==> config.mk <==
export PLATFORM = sky130hd
export DESIGN_NAME = tlvic_top
export DESIGN_NICKNAME = d
export VERILOG_FILES = /design/src/tlvic_pkg.sv /design/src/tlvic_pin_sync.sv /design/src/tlvic_prio_pick.sv /design/src/tlvic_top.sv
export VERILOG_INCLUDE_DIRS = /design/src
export SDC_FILE = /design/constraint.sdc
export NUM_CORES = 1
export LEC_CHECK = 0
export ABC_AREA = 1
export BUFFER_PORTS_ARGS = -buffer_cell sky130_fd_sc_hd__buf_2
export CAP_MARGIN = 20
export CORE_MARGIN = 2
export CORE_UTILIZATION = 38
export DETAILED_ROUTE_END_ITERATION = 10
export PLACE_DENSITY = 0.58
export REMOVE_ABC_BUFFERS = 1
export SYNTH_ARGS = -nofsm -noshare
export SYNTH_HDL_FRONTEND = slang
export SYNTH_SLANG_ARGS = --single-unit
==> constraint.sdc <==
create_clock -name clk_sys -period 1.3 [get_ports clk_sys]
set_input_delay 0 -clock clk_sys [delete_from_list [all_inputs] [get_ports clk_sys]]
set_output_delay 0 -clock clk_sys [all_outputs]
set_load 0.02 [all_outputs]
==> src/tlvic_cfg.svh <==
// register offsets, field positions and reset values of the irq controller
`ifndef TLVIC_CFG_SVH
`define TLVIC_CFG_SVH
`define TLVIC_TMRCTL_ADDR 8'h88
`define TLVIC_ENA_ADDR 8'ha8
`define TLVIC_PRIO_ADDR 8'hb8
`define TLVIC_EVSTAT_ADDR 8'he8
`define TLVIC_EVMASK_ADDR 8'he9
`define TLVIC_GLOBAL_BIT 7
`define TLVIC_ENA_WMASK 8'hbf
`define TLVIC_TMR1_FLAG_BIT 7
`define TLVIC_TMR1_RUN_BIT 6
`define TLVIC_TMR0_FLAG_BIT 5
`define TLVIC_TMR0_RUN_BIT 4
`define TLVIC_EXT1_FLAG_BIT 3
`define TLVIC_EXT1_TRIG_BIT 2
`define TLVIC_EXT0_FLAG_BIT 1
`define TLVIC_EXT0_TRIG_BIT 0
`define TLVIC_EV_TAKEN_BIT 0
`define TLVIC_EV_NESTED_BIT 1
`define TLVIC_EV_EXT0_BIT 2
`define TLVIC_EV_EXT1_BIT 3
`define TLVIC_ENA_RESET 8'h00
`define TLVIC_PRIO_RESET 6'h00
`define TLVIC_TMRCTL_RESET 8'h00
`define TLVIC_EVMASK_RESET 4'h0
`define TLVIC_PIN_IDLE 1'b1
`define TLVIC_VEC_LOW 3'h3
`endif

==> src/tlvic_pkg.sv <==
// types shared by the irq controller modules
`include "tlvic_cfg.svh"
package tlvic_pkg;
   // register port from software
   typedef struct packed {
      logic [7:0] addr;
      logic [7:0] wdata;
      logic wr;
      logic rd;
   } tlvic_bus_type;
   // handshake from the processor core
   typedef struct packed {
      logic ack;
      logic reti;
   } tlvic_core_type;
   // source index, which is also the polling order
   typedef enum logic [2:0] {
      SRC_EXT0 = 3'h0,
      SRC_TMR0 = 3'h1,
      SRC_EXT1 = 3'h2,
      SRC_TMR1 = 3'h3,
      SRC_UART = 3'h4,
      SRC_TMR2 = 3'h5
   } tlvic_src_type;
   // whole state of the controller
   typedef struct packed {
      logic [7:0] irqEnable;
      logic [5:0] irqPriority;
      logic [7:0] timerCtrl;
      logic [1:0] inService;
      logic reqValid;
      logic reqHigh;
      logic [2:0] reqSrc;
      logic [15:0] reqVector;
      logic [1:0] pinPrev;
      logic [3:0] evStatus;
      logic [3:0] evMask;
      logic [7:0] rdData;
   } tlvic_state_type;
   // vectors sit eight bytes apart from the first one
   function automatic logic [15:0] tlvicVector(input logic [2:0] idx);
      return {10'h000, idx, `TLVIC_VEC_LOW};
   endfunction
endpackage

==> src/tlvic_pin_sync.sv <==
// three-stage synchroniser for the external request pins
`timescale 1ns/1ps
`include "tlvic_cfg.svh"
module tlvic_pin_sync #(
   parameter int WIDTH = 2
) (
   // clock and reset
   input wire logic clk_sys,
   input wire logic reset,
   // pins and settled levels
   input wire logic [WIDTH-1:0] pinIn,
   output logic [WIDTH-1:0] level
);
   import tlvic_pkg::*;
   typedef struct packed {
      logic [WIDTH-1:0] s1;
      logic [WIDTH-1:0] s2;
      logic [WIDTH-1:0] s3;
      logic [WIDTH-1:0] lvl;
   } tlvic_sync_type;
   tlvic_sync_type st_q;
   tlvic_sync_type st_d;
   initial begin
      if (WIDTH < 1) $error("width must be at least one");
   end
   // a change counts only once stages two and three agree
   always_comb begin
      st_d = st_q;
      st_d.s1 = pinIn;
      st_d.s2 = st_q.s1;
      st_d.s3 = st_q.s2;
      for (int i = 0; i < WIDTH; i++) begin
         if (st_q.s2[i] == st_q.s3[i]) begin
            st_d.lvl[i] = st_q.s3[i];
         end
      end
   end
   // pins idle high, so the chain starts high
   always_ff @(posedge clk_sys) begin
      if (reset) begin
         st_q <= {(4 * WIDTH){`TLVIC_PIN_IDLE}};
      end else begin
         st_q <= st_d;
      end
   end
   assign level = st_q.lvl;
endmodule

==> src/tlvic_prio_pick.sv <==
// fixed-order picker: lowest set bit wins
`timescale 1ns/1ps
module tlvic_prio_pick #(
   parameter int N = 6
) (
   // candidate requests
   input wire logic [N-1:0] req,
   // winner
   output logic valid,
   output logic [2:0] idx
);
   import tlvic_pkg::*;
   initial begin
      if (N < 1 || N > 8) $error("picker serves one to eight sources");
   end
   // scan downward so the lowest index is left standing
   always_comb begin
      valid = |req;
      idx = 3'h0;
      for (int i = N - 1; i >= 0; i--) begin
         if (req[i]) begin
            idx = 3'(i);
         end
      end
   end
endmodule

==> src/tlvic_top.sv <==
// two-level vectored interrupt controller with timer control bits
//
// Design decisions made here: strobed register access and the register addresses.
`timescale 1ns/1ps
`include "tlvic_cfg.svh"
module tlvic_top (
   // clock and reset
   input wire logic clk_sys,
   input wire logic reset,
   // register port
   input wire tlvic_pkg::tlvic_bus_type regBus,
   output logic [7:0] rdData,
   // external request pins, asynchronous
   input wire logic extRequest0Pin,
   input wire logic extRequest1Pin,
   // peripheral events on this clock
   input wire logic timer0Overflow,
   input wire logic timer1Overflow,
   input wire logic uartRxDone,
   input wire logic uartTxDone,
   input wire logic timer2OverflowFlag,
   input wire logic timer2ExternalFlag,
   // timer run controls
   output logic timer0Run,
   output logic timer1Run,
   // processor core handshake
   input wire tlvic_pkg::tlvic_core_type coreIn,
   output logic irqReq,
   output logic irqHigh,
   output logic [15:0] irqVector,
   // software interrupt line
   output logic intOut
);
   import tlvic_pkg::*;

   localparam tlvic_state_type ST_RESET = '{
      irqEnable: `TLVIC_ENA_RESET,
      irqPriority: `TLVIC_PRIO_RESET,
      timerCtrl: `TLVIC_TMRCTL_RESET,
      pinPrev: {2{`TLVIC_PIN_IDLE}},
      evMask: `TLVIC_EVMASK_RESET,
      default: '0
   };

   tlvic_state_type st_q;
   tlvic_state_type st_d;
   logic [1:0] extLevel;
   logic [1:0] extFall;
   logic [5:0] srcFlags;
   logic [5:0] gated;
   logic [5:0] hiCand;
   logic [5:0] loCand;
   logic hiValid;
   logic loValid;
   logic [2:0] hiIdx;
   logic [2:0] loIdx;
   logic takeAck;
   logic globalOn;
   logic offerLive;

   // pins cross into the system clock here
   tlvic_pin_sync #(
      .WIDTH(2)
   ) pinSync (
      .clk_sys(clk_sys),
      .reset(reset),
      .pinIn({extRequest1Pin, extRequest0Pin}),
      .level(extLevel)
   );

   // falling edges of the settled pin levels
   assign extFall = st_q.pinPrev & ~extLevel;

   // pending flags in polling order
   // source bit order
   assign srcFlags = {
      timer2OverflowFlag | timer2ExternalFlag,
      uartRxDone | uartTxDone,
      st_q.timerCtrl[`TLVIC_TMR1_FLAG_BIT],
      st_q.timerCtrl[`TLVIC_EXT1_FLAG_BIT],
      st_q.timerCtrl[`TLVIC_TMR0_FLAG_BIT],
      st_q.timerCtrl[`TLVIC_EXT0_FLAG_BIT]
   };

   assign globalOn = st_q.irqEnable[`TLVIC_GLOBAL_BIT];
   assign gated = srcFlags & st_q.irqEnable[5:0] & {6{globalOn}};
   assign hiCand = gated & st_q.irqPriority;
   assign loCand = gated & ~st_q.irqPriority;

   tlvic_prio_pick #(
      .N(6)
   ) hiPick (
      .req(hiCand),
      .valid(hiValid),
      .idx(hiIdx)
   );

   tlvic_prio_pick #(
      .N(6)
   ) loPick (
      .req(loCand),
      .valid(loValid),
      .idx(loIdx)
   );

   // gate the standing offer too
   // an offer judged before software dropped an enable must not be taken after
   assign offerLive = st_q.reqValid && globalOn && st_q.irqEnable[st_q.reqSrc];
   // the core only takes what is offered
   assign takeAck = coreIn.ack && offerLive;

   // next state
   always_comb begin
      st_d = st_q;
      st_d.pinPrev = extLevel;
      st_d.rdData = 8'h00;
      // software writes come first so hardware sets win below
      if (regBus.wr) begin
         case (regBus.addr)
            `TLVIC_ENA_ADDR: begin
               st_d.irqEnable = regBus.wdata & `TLVIC_ENA_WMASK;
            end
            `TLVIC_PRIO_ADDR: begin
               st_d.irqPriority = regBus.wdata[5:0];
            end
            `TLVIC_TMRCTL_ADDR: begin
               st_d.timerCtrl = regBus.wdata;
            end
            `TLVIC_EVSTAT_ADDR: begin
               st_d.evStatus = st_q.evStatus & ~regBus.wdata[3:0];
            end
            `TLVIC_EVMASK_ADDR: begin
               st_d.evMask = regBus.wdata[3:0];
            end
            default: begin
            end
         endcase
      end
      // return from a handler retires the innermost level
      if (coreIn.reti) begin
         if (st_q.inService[1]) begin
            st_d.inService[1] = 1'b0;
         end else begin
            st_d.inService[0] = 1'b0;
         end
      end
      // vector taken: mark level busy and clear the flag of an edge-mode ext0 or ext1, timer 0 or timer 1 source
      if (takeAck) begin
         st_d.inService[st_q.reqHigh] = 1'b1;
         st_d.evStatus[`TLVIC_EV_TAKEN_BIT] = 1'b1;
         if (st_q.reqHigh && st_q.inService[0]) begin
            st_d.evStatus[`TLVIC_EV_NESTED_BIT] = 1'b1;
         end
         case (st_q.reqSrc)
            SRC_EXT0: begin
               st_d.timerCtrl[`TLVIC_EXT0_FLAG_BIT] = 1'b0;
            end
            SRC_TMR0: begin
               st_d.timerCtrl[`TLVIC_TMR0_FLAG_BIT] = 1'b0;
            end
            SRC_EXT1: begin
               st_d.timerCtrl[`TLVIC_EXT1_FLAG_BIT] = 1'b0;
            end
            SRC_TMR1: begin
               st_d.timerCtrl[`TLVIC_TMR1_FLAG_BIT] = 1'b0;
            end
            default: begin
               // uart and timer2 flags belong to their owners
            end
         endcase
      end
      if (timer0Overflow) begin
         st_d.timerCtrl[`TLVIC_TMR0_FLAG_BIT] = 1'b1;
      end
      if (timer1Overflow) begin
         st_d.timerCtrl[`TLVIC_TMR1_FLAG_BIT] = 1'b1;
      end
      if (st_q.timerCtrl[`TLVIC_EXT0_TRIG_BIT]) begin
         if (extFall[0]) begin
            st_d.timerCtrl[`TLVIC_EXT0_FLAG_BIT] = 1'b1;
         end
      end else begin
         // level mode tracks the pin, no latch
         st_d.timerCtrl[`TLVIC_EXT0_FLAG_BIT] = ~extLevel[0];
      end
      if (st_q.timerCtrl[`TLVIC_EXT1_TRIG_BIT]) begin
         if (extFall[1]) begin
            st_d.timerCtrl[`TLVIC_EXT1_FLAG_BIT] = 1'b1;
         end
      end else begin
         st_d.timerCtrl[`TLVIC_EXT1_FLAG_BIT] = ~extLevel[1];
      end
      // edge events for the software line
      if (extFall[0]) begin
         st_d.evStatus[`TLVIC_EV_EXT0_BIT] = 1'b1;
      end
      if (extFall[1]) begin
         st_d.evStatus[`TLVIC_EV_EXT1_BIT] = 1'b1;
      end
      // no same-level preemption
      // offer drops for a cycle after ack or return, since the
      // in-service bits it was judged on are about to change
      st_d.reqValid = 1'b0;
      st_d.reqHigh = 1'b0;
      st_d.reqSrc = 3'h0;
      st_d.reqVector = 16'h0000;
      if (!takeAck && !coreIn.reti) begin
         if (hiValid && !st_q.inService[1]) begin
            st_d.reqValid = 1'b1;
            st_d.reqHigh = 1'b1;
            st_d.reqSrc = hiIdx;
            st_d.reqVector = tlvicVector(hiIdx);
         end else if (loValid && st_q.inService == 2'h0) begin
            st_d.reqValid = 1'b1;
            st_d.reqSrc = loIdx;
            st_d.reqVector = tlvicVector(loIdx);
         end
      end
      // read data stand for one cycle only
      if (regBus.rd) begin
         case (regBus.addr)
            `TLVIC_ENA_ADDR: begin
               st_d.rdData = st_q.irqEnable;
            end
            `TLVIC_PRIO_ADDR: begin
               st_d.rdData = {2'h0, st_q.irqPriority};
            end
            `TLVIC_TMRCTL_ADDR: begin
               st_d.rdData = st_q.timerCtrl;
            end
            `TLVIC_EVSTAT_ADDR: begin
               st_d.rdData = {4'h0, st_q.evStatus};
            end
            `TLVIC_EVMASK_ADDR: begin
               st_d.rdData = {4'h0, st_q.evMask};
            end
            default: begin
               st_d.rdData = 8'h00;
            end
         endcase
      end
   end

   // state register
   always_ff @(posedge clk_sys) begin
      if (reset) begin
         st_q <= ST_RESET;
      end else begin
         st_q <= st_d;
      end
   end

   // outputs straight from state
   assign rdData = st_q.rdData;
   assign timer0Run = st_q.timerCtrl[`TLVIC_TMR0_RUN_BIT];
   assign timer1Run = st_q.timerCtrl[`TLVIC_TMR1_RUN_BIT];
   assign irqReq = offerLive;
   assign irqHigh = st_q.reqHigh;
   assign irqVector = st_q.reqVector;
   // level line, high while an unmasked event bit stands
   assign intOut = |(st_q.evStatus & st_q.evMask);
endmodule

=== Word level (Yosys, flattened, before mapping) ===
Cells that the tools add are included.

* Magnitude comparators: 3
* Eq/ne operators: 10
* Muxes and demuxes: 48
* Bitwise gates (word level): 17
* Reduce and logical (&&, ||, !) cells: 32

{| class="wikitable"
|+ Operator list
! operator !! number
|-
| $eq A8 B8 Y1 const B || 5
|-
| $pmux W8 S5 || 1
|-
| $mux W19 || 2
|-
| $mux W3 || 12
|-
| $and A6 B6 Y6 || 4
|-
| $mux W8 || 3
|-
| $mux W1 || 23
|-
| $reduce_and A2 Y1 || 7
|-
| $reduce_bool A2 Y1 || 6
|-
| $reduce_or A6 Y1 || 2
|-
| $and A4 B4 Y4 || 2
|-
| $logic_and A1 B1 Y1 || 8
|-
| $mux W4 || 2
|-
| $eq A3 B2 Y1 const B || 2
|-
| $mux W2 || 3
|-
| $not A6 Y6 || 1
|-
| $lt A3 B4 Y1 const B || 1
|-
| $not A1 Y1 || 4
|-
| $not A4 Y4 || 1
|-
| $reduce_or A2 Y1 || 2
|-
| $reduce_or A4 Y1 || 1
|-
| $bmux W1 S3 || 1
|-
| $eq A3 B1 Y1 const B || 1
|-
| $logic_not A1 Y1 || 3
|-
| other kinds (11) || 13
|}

* Flip-flop bits (word level): 70
* Input bits: 30
* Output and inout bits: 29
* Word-level logic and storage cells: 132

=== Longest topological paths before layout ===
Gate-level depths: netlist of run 1.

* Depth in word-level cells: 12
* Gate-level depth with buffers: 12
* Gate-level depth less buffers: 11

=== Cells and area by module ===
Synthesis of run 1 repeated with hierarchy kept, for this count alone.

* Cells, all modules: 409
* Area total of the unflattened synthesis: 2796.4 um2

{| class="wikitable"
|+ Modules (own cells, without submodules)
! module !! times used !! cells an instance !! area each (um2) !! sequential area each (um2)
|-
| tlvic_top || 1 || 347 || 2383.5 || 920.9
|-
| tlvic_pin_sync || 1 || 32 || 267.8 || 160.2
|-
| tlvic_prio_pick || 2 || 15 || 72.6 || 0.0
|}

=== Worst setup path before layout of run 1 ===
No wires, ideal clock.

* Kind: flip-flop to flip-flop
* From: reg st_q[34] (netlist bit)
* To: reg st_q[39] (netlist bit)
* Setup time: 0.070 ns
* Data arrival time: 1.312 ns
* Data required time: 1.230 ns
* Setup slack: -0.082 ns
* Stages on the path, launching flop included: 10
* Path buffers: 1
* Clock period less this slack: 1.382 ns
* Cell sequence: dfxtp_1 -> buf_2 -> nor2_1 -> nand2_1 -> nand4_1 -> nand2_1 -> inv_1 -> and2_1 -> nand3_1 -> a21oi_1

* Word-level cells in the longest chain between the ends: 5

{| class="wikitable"
|+ RTL lines
! item !! RTL line !! source
|-
| from (decl) || tlvic_top.sv:45 || <nowiki>tlvic_state_type st_q;</nowiki>
|-
| from (signal assigned) || tlvic_top.sv:249 || <nowiki>st_q <= st_d;</nowiki>
|-
| $bmux W1 S3 || tlvic_top.sv:108 || <nowiki>assign offerLive = st_q.reqValid && globalOn && st_q.irqEnable[st_q.reqSrc];</nowiki>
|-
| $mux W1 (not written as such) || tlvic_top.sv:108 ||
|-
| $logic_and A1 B1 Y1 || tlvic_top.sv:108 ||
|-
| via irqReq || tlvic_top.sv:28 || <nowiki>output logic irqReq,</nowiki>
|-
| $logic_and A1 B1 Y1 || tlvic_top.sv:110 || <nowiki>assign takeAck = coreIn.ack && offerLive;</nowiki>
|-
| $mux W2 || tlvic_top.sv:148 || <nowiki>if (takeAck) begin</nowiki>
|}

The timed path passes the listed nets, and every way through them passes these cells. The select of a mux whose other input is x is not followed.
A chain may end at the register's enable or synchronous reset.

=== Final worst setup path of run 1 ===
* From: reg st_q[35] (netlist bit)
* To: reg st_q[36] (netlist bit)

* Word-level cells in the longest chain between the ends: 8

{| class="wikitable"
|+ RTL lines
! item !! RTL line !! source
|-
| $bmux W1 S3 || tlvic_top.sv:108 ||
|-
| $mux W1 (not written as such) || tlvic_top.sv:108 ||
|-
| $logic_and A1 B1 Y1 || tlvic_top.sv:108 ||
|-
| $logic_and A1 B1 Y1 || tlvic_top.sv:110 ||
|-
| $logic_not A1 Y1 || tlvic_top.sv:207 || <nowiki>if (!takeAck && !coreIn.reti) begin</nowiki>
|-
| $logic_and A1 B1 Y1 || tlvic_top.sv:207 ||
|-
| $not A1 Y1 (no line) || - ||
|-
| $reduce_or A2 Y1 (no line) || - ||
|}

Every way passes these cells. The select of a mux whose other input is x is not followed.

==> results.cfg, run 1 <==
[clock_tree]
cts.sinks = 54
clk_latency_ns = 0.30
clkTransAtPathRegs_ns = 0.10
cts_inserted_buffers = 5
tritoncts = built
clockBufferDepth = 2
cts-root-buf = clkbuf_8
cts_htree_levels = 2

[yosys]
yosysSeqAreaShare_pct = 38.52
synth_top_area_cell = dfxtp_1
ys_async_sr_fraction_pct = 0
synth.yosys.warnings = 0
ys_ff_latch = 54
synth.distinct_cells = 30
synth-edff-count = 0
synthTopCellsByArea = dfxtp_1 39%, nand2_1 8.0%, inv_1 7.6%, a21oi_1 7.1%, buf_4 6.7%
synth-main-ff-cell = dfxtp_1
syn_avg_cell_area_um2 = 7.141
synth_area_mm2 = 0.002806
synthesis.instances = 393
synth_top_area_share_pct = 38.52

[timing]
period_share_pct = 104.8
fin_ws_ns = -0.06217
drv_slew = 0
setup_viol = 8
hold_ws_ns = 0.01979
fin_setup_tns_ns = -0.3511
finalHoldViolations = 0
fmax_mhz = 734.1
rsz0062_at_grt = true
period_minus_slack_ns = 1.362
clock_skew_ns = 0.01009

[critical_path]
critPathBufInv = 3
critPathMaxStageDelay_ns = 0.40
critPathSlowestCell = dfxtp_4
cpMostUsedCell = nand3_2
critPathLaunchType = flop
crit_arrival_ns = 1.60
path_cells = inv_4, nand3_2, nand2_1, inv_2, nand4_4, buf_4, nand3_2, nand3_4, a21oi_2
cp_top_family = simple AND/OR/NAND/NOR gates
path_max_fanout = 6
end_kind = flop
path_class = reg2reg
cp.required_ns = 1.54
reg2reg_slack_ns = -0.06

[job]
cap_violations = 0

[power]
switching_share_pct = 24.03
irDropWorstVdd_v = 0.0005133
pwr-share-clk_pct = 33.5
p_seq_share_pct = 58.2
power_density_mw_per_mm2 = 825.4
p_leak_nw = 1.488
share_comb_of_total_power_pct = 8.4
power.switching_mw = 0.6900
intPower_mw = 2.181

[global_routing]
grt_pass1_vias = 2584
grt_max_degree = 16
antenna_found_initial = 0
grt_pass1_wl_um = 12060
grt_use_total_pct = 18.12
overflow = 0

[drt]
routedWlPerCell_um = 13.21
drc = 0
vias = 2726
totalWireLength_um = 7318
drtAntennaViolNets = 0
drt_iter0_markers = 155
avgViaCountPerCell = 4.921
dr.pass1.iters = 5

[hold_path]
hold_path.class = in2reg

[floorplan]
core-area_mm2 = 0.007214
chipWidth_um = 89.94
start_util_pct = 38.90
die_h_um = 89.94
rows = 31
die-area_mm2 = 0.008089
io_pins = 59

[run_status]
outcome = finished, violations left
violations = negative setup slack

[cells_and_area]
fill_cells = 754
final_common_cell = nand2_1
final_nets = 484
drive_gt1_share_pct = 31.21
antenna_cells = 0
final_cell_mix = 52 x nand2_1, 51 x inv_1, 46 x dfxtp_1
syn2layout_area_growth_pct = 23.94

[placement]
place.gp.congestion = 0.8506
pre_cts_ws_ns = -0.05769
io_buffer_count = 47
place_hpwl_um = 5459
==> cell usage after synthesis (2+ instances only) <==
library cell	count
nor3_4	2
o22ai_1	10
inv_1	57
buf_2	3
nand2_2	3
nor2_1	34
nand3_2	2
dfxtp_1	54
o21ai_0	28
nor2_2	2
nor3_1	8
clkbuf_1	3
nor2_8	2
a21oi_1	40
inv_2	2
o21ai_1	6
nand4_1	17
nand2_1	60
buf_6	2
nand3_1	19
buf_4	25
or2_2	6
==> sequential cells by signal (all words and copies together), names as in the netlist <==
| register | flops |
|---|---|
| pinSync.level | 2 |
| st_q | 30 |
| timer0Run | 1 |
| globalOn | 1 |
| irqHigh | 1 |
| pinSync.st_d | 4 |
| srcFlags | 4 |
| rdData | 8 |
| pinSync.st_q | 2 |
| timer1Run | 1 |
==> cell type report <==
cell class | instances | area (um^2) | share of cell area [%]
multi-input combinational | 257 | 1436 | 41.29
timing repair buffer | 77 | 500.5 | 14.39
tap | 99 | 123.9 | 3.561
clock inverter | 1 | 5.005 | 0.1439
inverter | 59 | 227.7 | 6.547
sequential | 54 | 1099 | 31.58
clock buffer | 7 | 86.33 | 2.482
==> stage by stage <==
stage | instances | utilization [%] | power [mW] | instance area (um^2)
after detailed placement | 532 | 42.79 | 1.925 | 3087
after global routing | 554 | 48.21 | 3.005 | 3478
after global placement | 532 | 42.79 | 1.922 | 3087
final | 554 | 48.21 | 2.871 | 3478
after floorplan | 370 | - | 1.819 | 2608
after CTS | 550 | 46.29 | 2.893 | 3339
==> per-layer routing <==
layer,track usage [%],wire (um)
met4,4.103,26
met3,2.850,309
met1,24.32,3299
met5,0,0
met2,30.81,3682
==> power by group through the flow <==
| stage | Sequential [mW] | Combinational [mW] | Clock (mW) |
|---|---|---|---|
| 4_1_cts | 1.67 | 0.232 | 0.989 |
| 3_5_place_dp | 1.71 | 0.210 | 0 |
| 3_3_place_gp | 1.72 | 0.207 | 0 |
| 6_report | 1.67 | 0.240 | 0.961 |
| 5_1_grt | 1.67 | 0.267 | 1.07 |
| 2_1_floorplan | 1.71 | 0.106 | 0 |
==> final timing paths <==
path	cells past startpoint	endpoint	from
setup reg to reg	9	st_q[36]$_SDFF_PP0_	st_q[35]$_SDFF_PP0_
hold / removal	3	st_q[60]$_SDFFE_PP0P_	regBus[7]
setup / recovery	9	st_q[36]$_SDFF_PP0_	st_q[35]$_SDFF_PP0_
hold reg to reg	1	pinSync.st_d[2]$_SDFF_PP1_	pinSync.st_d[4]$_SDFF_PP1_
==> repair_timing <==
action | in CTS | in global routing
setup endpoints to repair | 10 | 36
gates resized for setup | 26 | 34
hold buffers | 8 | 0
pin swaps | 8 | 11
endpoints found under the hold margin | 9 | 0
buffers inserted | 2 | 3
cloned | 0 | 1
==> kinds of logic (layout without fill, tap and decap cells) <==
| logic type | Yosys count | in the layout | synth area share [%] |
|---|---|---|---|
| compound gates | 87 | 87 | 16.27 |
| buf+inv | 92 | 144 | 16.32 |
| flops | 54 | 54 | 38.52 |
| other cells | 1 | 11 | 0.1336 |
| simple gates | 159 | 159 | 28.76 |
==> worst reg2reg max path: stages, from the launching register on <==
cell and delay (ns):
dfxtp_4 0.40, inv_4 0.05, nand3_2 0.05, nand2_1 0.06, inv_2 0.06, nand4_4 0.13, buf_4 0.16, nand3_2 0.11
nand3_4 0.12, a21oi_2 0.14
Power figures use the tool's default switching activity.
==> run 2: changes to the inputs <==
--- a/config.mk
+++ b/config.mk
@@ -10,9 +10,9 @@
 export BUFFER_PORTS_ARGS = -buffer_cell sky130_fd_sc_hd__buf_2
 export CAP_MARGIN = 20
 export CORE_MARGIN = 2
-export CORE_UTILIZATION = 38
+export CORE_UTILIZATION = 49
 export DETAILED_ROUTE_END_ITERATION = 10
-export PLACE_DENSITY = 0.58
+export PLACE_DENSITY = 0.73
 export REMOVE_ABC_BUFFERS = 1
 export SYNTH_ARGS = -nofsm -noshare
 export SYNTH_HDL_FRONTEND = slang
==> results.cfg, run 2 (synthesis gave the netlist of run 1 again) <==
[run_status]
outcome = finished, violations left
violations = negative setup slack

[critical_path]
r2r-start = globalOn$_SDFFE_PP0P_
end_kind = output port
critPathBufInv = 2
crit_start = st_q[34]$_SDFF_PP0_
reg2reg_slack_ns = -0.02
crit_arrival_ns = 1.34
critPathSlowestCell = dfxtp_4
cp.required_ns = 1.30
endpoint = irqReq
path_cells = nor2_4, nand2_1, nand4_1, nand2_1, inv_2, and2_4, buf_6
reg2reg_depth = 9
critPathMaxStageDelay_ns = 0.39
critical_path_cell_count = 7
cpMostUsedCell = nand2_1
path_class = reg2out
critPathLaunchType = flop
path_max_fanout = 7
cp_top_family = simple AND/OR/NAND/NOR gates
r2r_end = st_q[35]$_SDFF_PP0_

[power]
share_comb_of_total_power_pct = 7.7
p_seq_share_pct = 55.1
p_leak_nw = 1.541
irDropWorstVdd_v = 0.0008260
switching_share_pct = 23.42
pwr-share-clk_pct = 37.2
intPower_mw = 2.325
power_density_mw_per_mm2 = 858.4
power.total_mw = 3.036
power.switching_mw = 0.7109

[clock_tree]
tritoncts = built
cts.sinks = 54
cts_htree_levels = 2
clockBufferDepth = 2
clkTransAtPathRegs_ns = 0.10
cts-root-buf = clkbuf_8
cts_inserted_buffers = 5
clk_latency_ns = 0.31

[global_routing]
grt_max_degree = 17
grt_use_total_pct = 22.78
grt_pass1_vias = 2569
antenna_found_initial = 0
grt_pass1_wl_um = 11390
overflow = 0

[drt]
dr_wl_met2_um = 3502
totalWireLength_um = 6938
drt_iter0_markers = 208
m1WireLength_um = 3021
drtAntennaViolNets = 0
met3_length_um = 335
routed.top_layer = met4
avgViaCountPerCell = 5.111
dr.pass1.iters = 5
routedWlPerCell_um = 13.02
drc = 0
vias = 2724

[floorplan]
rows = 27
die_h_um = 79.68
start_util_pct = 50.97
die-area_mm2 = 0.006349
core-area_mm2 = 0.005507
chipWidth_um = 79.68
io_pins = 59

[cells_and_area]
antenna_cells = 0
drive_gt1_share_pct = 30.80
syn2layout_area_growth_pct = 26.04
fin_util_pct = 64.24
final_cell_mix = 54 x nand2_1, 52 x inv_1, 47 x dfxtp_1
final_nets = 490
final_common_cell = nand2_1
largest_reg_flops = 30
largest_register = st_q

[timing]
fmax_mhz = 744.8
period_minus_slack_ns = 1.343
period_share_pct = 103.3
rsz0062_at_grt = true
finalHoldViolations = 0
clock_skew_ns = 0.007505
fin_ws_ns = -0.04263
fin_setup_tns_ns = -0.06274
drv_slew = 0
setup_viol = 3

[placement]
place.gp.congestion = 0.8693
io_buffer_count = 47
place_hpwl_um = 5097

[hold_path]
hold_path.class = in2reg
min_from = reset

[job]
cap_violations = 0
run 2: changes by cell type in the layout (fill, tap and decap cells not counted), sizes merged:
| cell | change |
|---|---|
| bufinv | +1 |
| clkinv | -1 |
| clkbuf | -2 |
| dlygate4sd3 | +1 |
| inv | +1 |
| buf | +6 |
run 2: stage by stage:
step	cell area, um^2	setup WS (ns)	std cells	hold slack [ns]
2_1_floorplan	2608	-0.1660	370	0.06907
3_3_place_gp	3038	-0.04667	503	0.1850
6_report	3537	-0.04263	533	0.01078
5_1_grt	3537	-0.1388	533	0.02024
4_1_cts	3311	-0.001848	524	0.01241
3_5_place_dp	3038	-0.04579	503	0.1840
run 2: cell type report:
cell class	count	area, um^2
multi-input combinational	257	1455
sequential	54	1097
clock inverter	2	37.54
inverter	59	224.0
tap	72	90.09
fill	495	1969
clock buffer	6	72.57
timing repair buffer	83	560.5
run 2: metal layers:
metal	up-vias	track usage [%]
met3	10	4.638
met1	1257	28.90
met4	0	6.724
met2	72	38.91
met5	-	0
li1	1385	-
run 2: timing repair:
| action | in CTS | in global routing |
|---|---|---|
| cloned | 0 | 1 |
| endpoints found under the setup margin | 10 | 11 |
| resized for setup | 19 | 43 |
| hold buffers | 9 | 0 |
| setup buffers | 4 | 8 |
| endpoints found under the hold margin | 10 | 0 |
| pin swaps | 3 | 21 |
run 2: power by group through the flow:
stage,clock (mW),combinational [mW],sequential [mW]
2_1_floorplan,0,0.106,1.71
3_3_place_gp,0,0.203,1.72
3_5_place_dp,0,0.207,1.72
4_1_cts,1.14,0.228,1.67
5_1_grt,1.23,0.260,1.67
6_report,1.13,0.235,1.67
run 2: how the worst min path moves through the flow:
stage,to,slack [ns],cells past startpoint
floorplan,srcFlags[1]$_SDFF_PP0_,0.07,1
global placement,pinSync.st_d[5]$_SDFF_PP1_,0.18,2
detailed placement,pinSync.st_d[5]$_SDFF_PP1_,0.18,2
CTS,st_q[39]$_SDFF_PP0_,0.01,3
global route,st_q[40]$_SDFF_PP0_,0.02,3
finish,st_q[39]$_SDFF_PP0_,0.01,3
run 2: worst reg2reg max path: cells and delay by family, from the launching register on:
kind                   cells  cell delay [ns]
AND/OR/NAND/NOR            5             0.42
flip-flops                 1             0.37
AO/OA/AOI/OAI              1             0.16
buffers and inverters      3             0.30
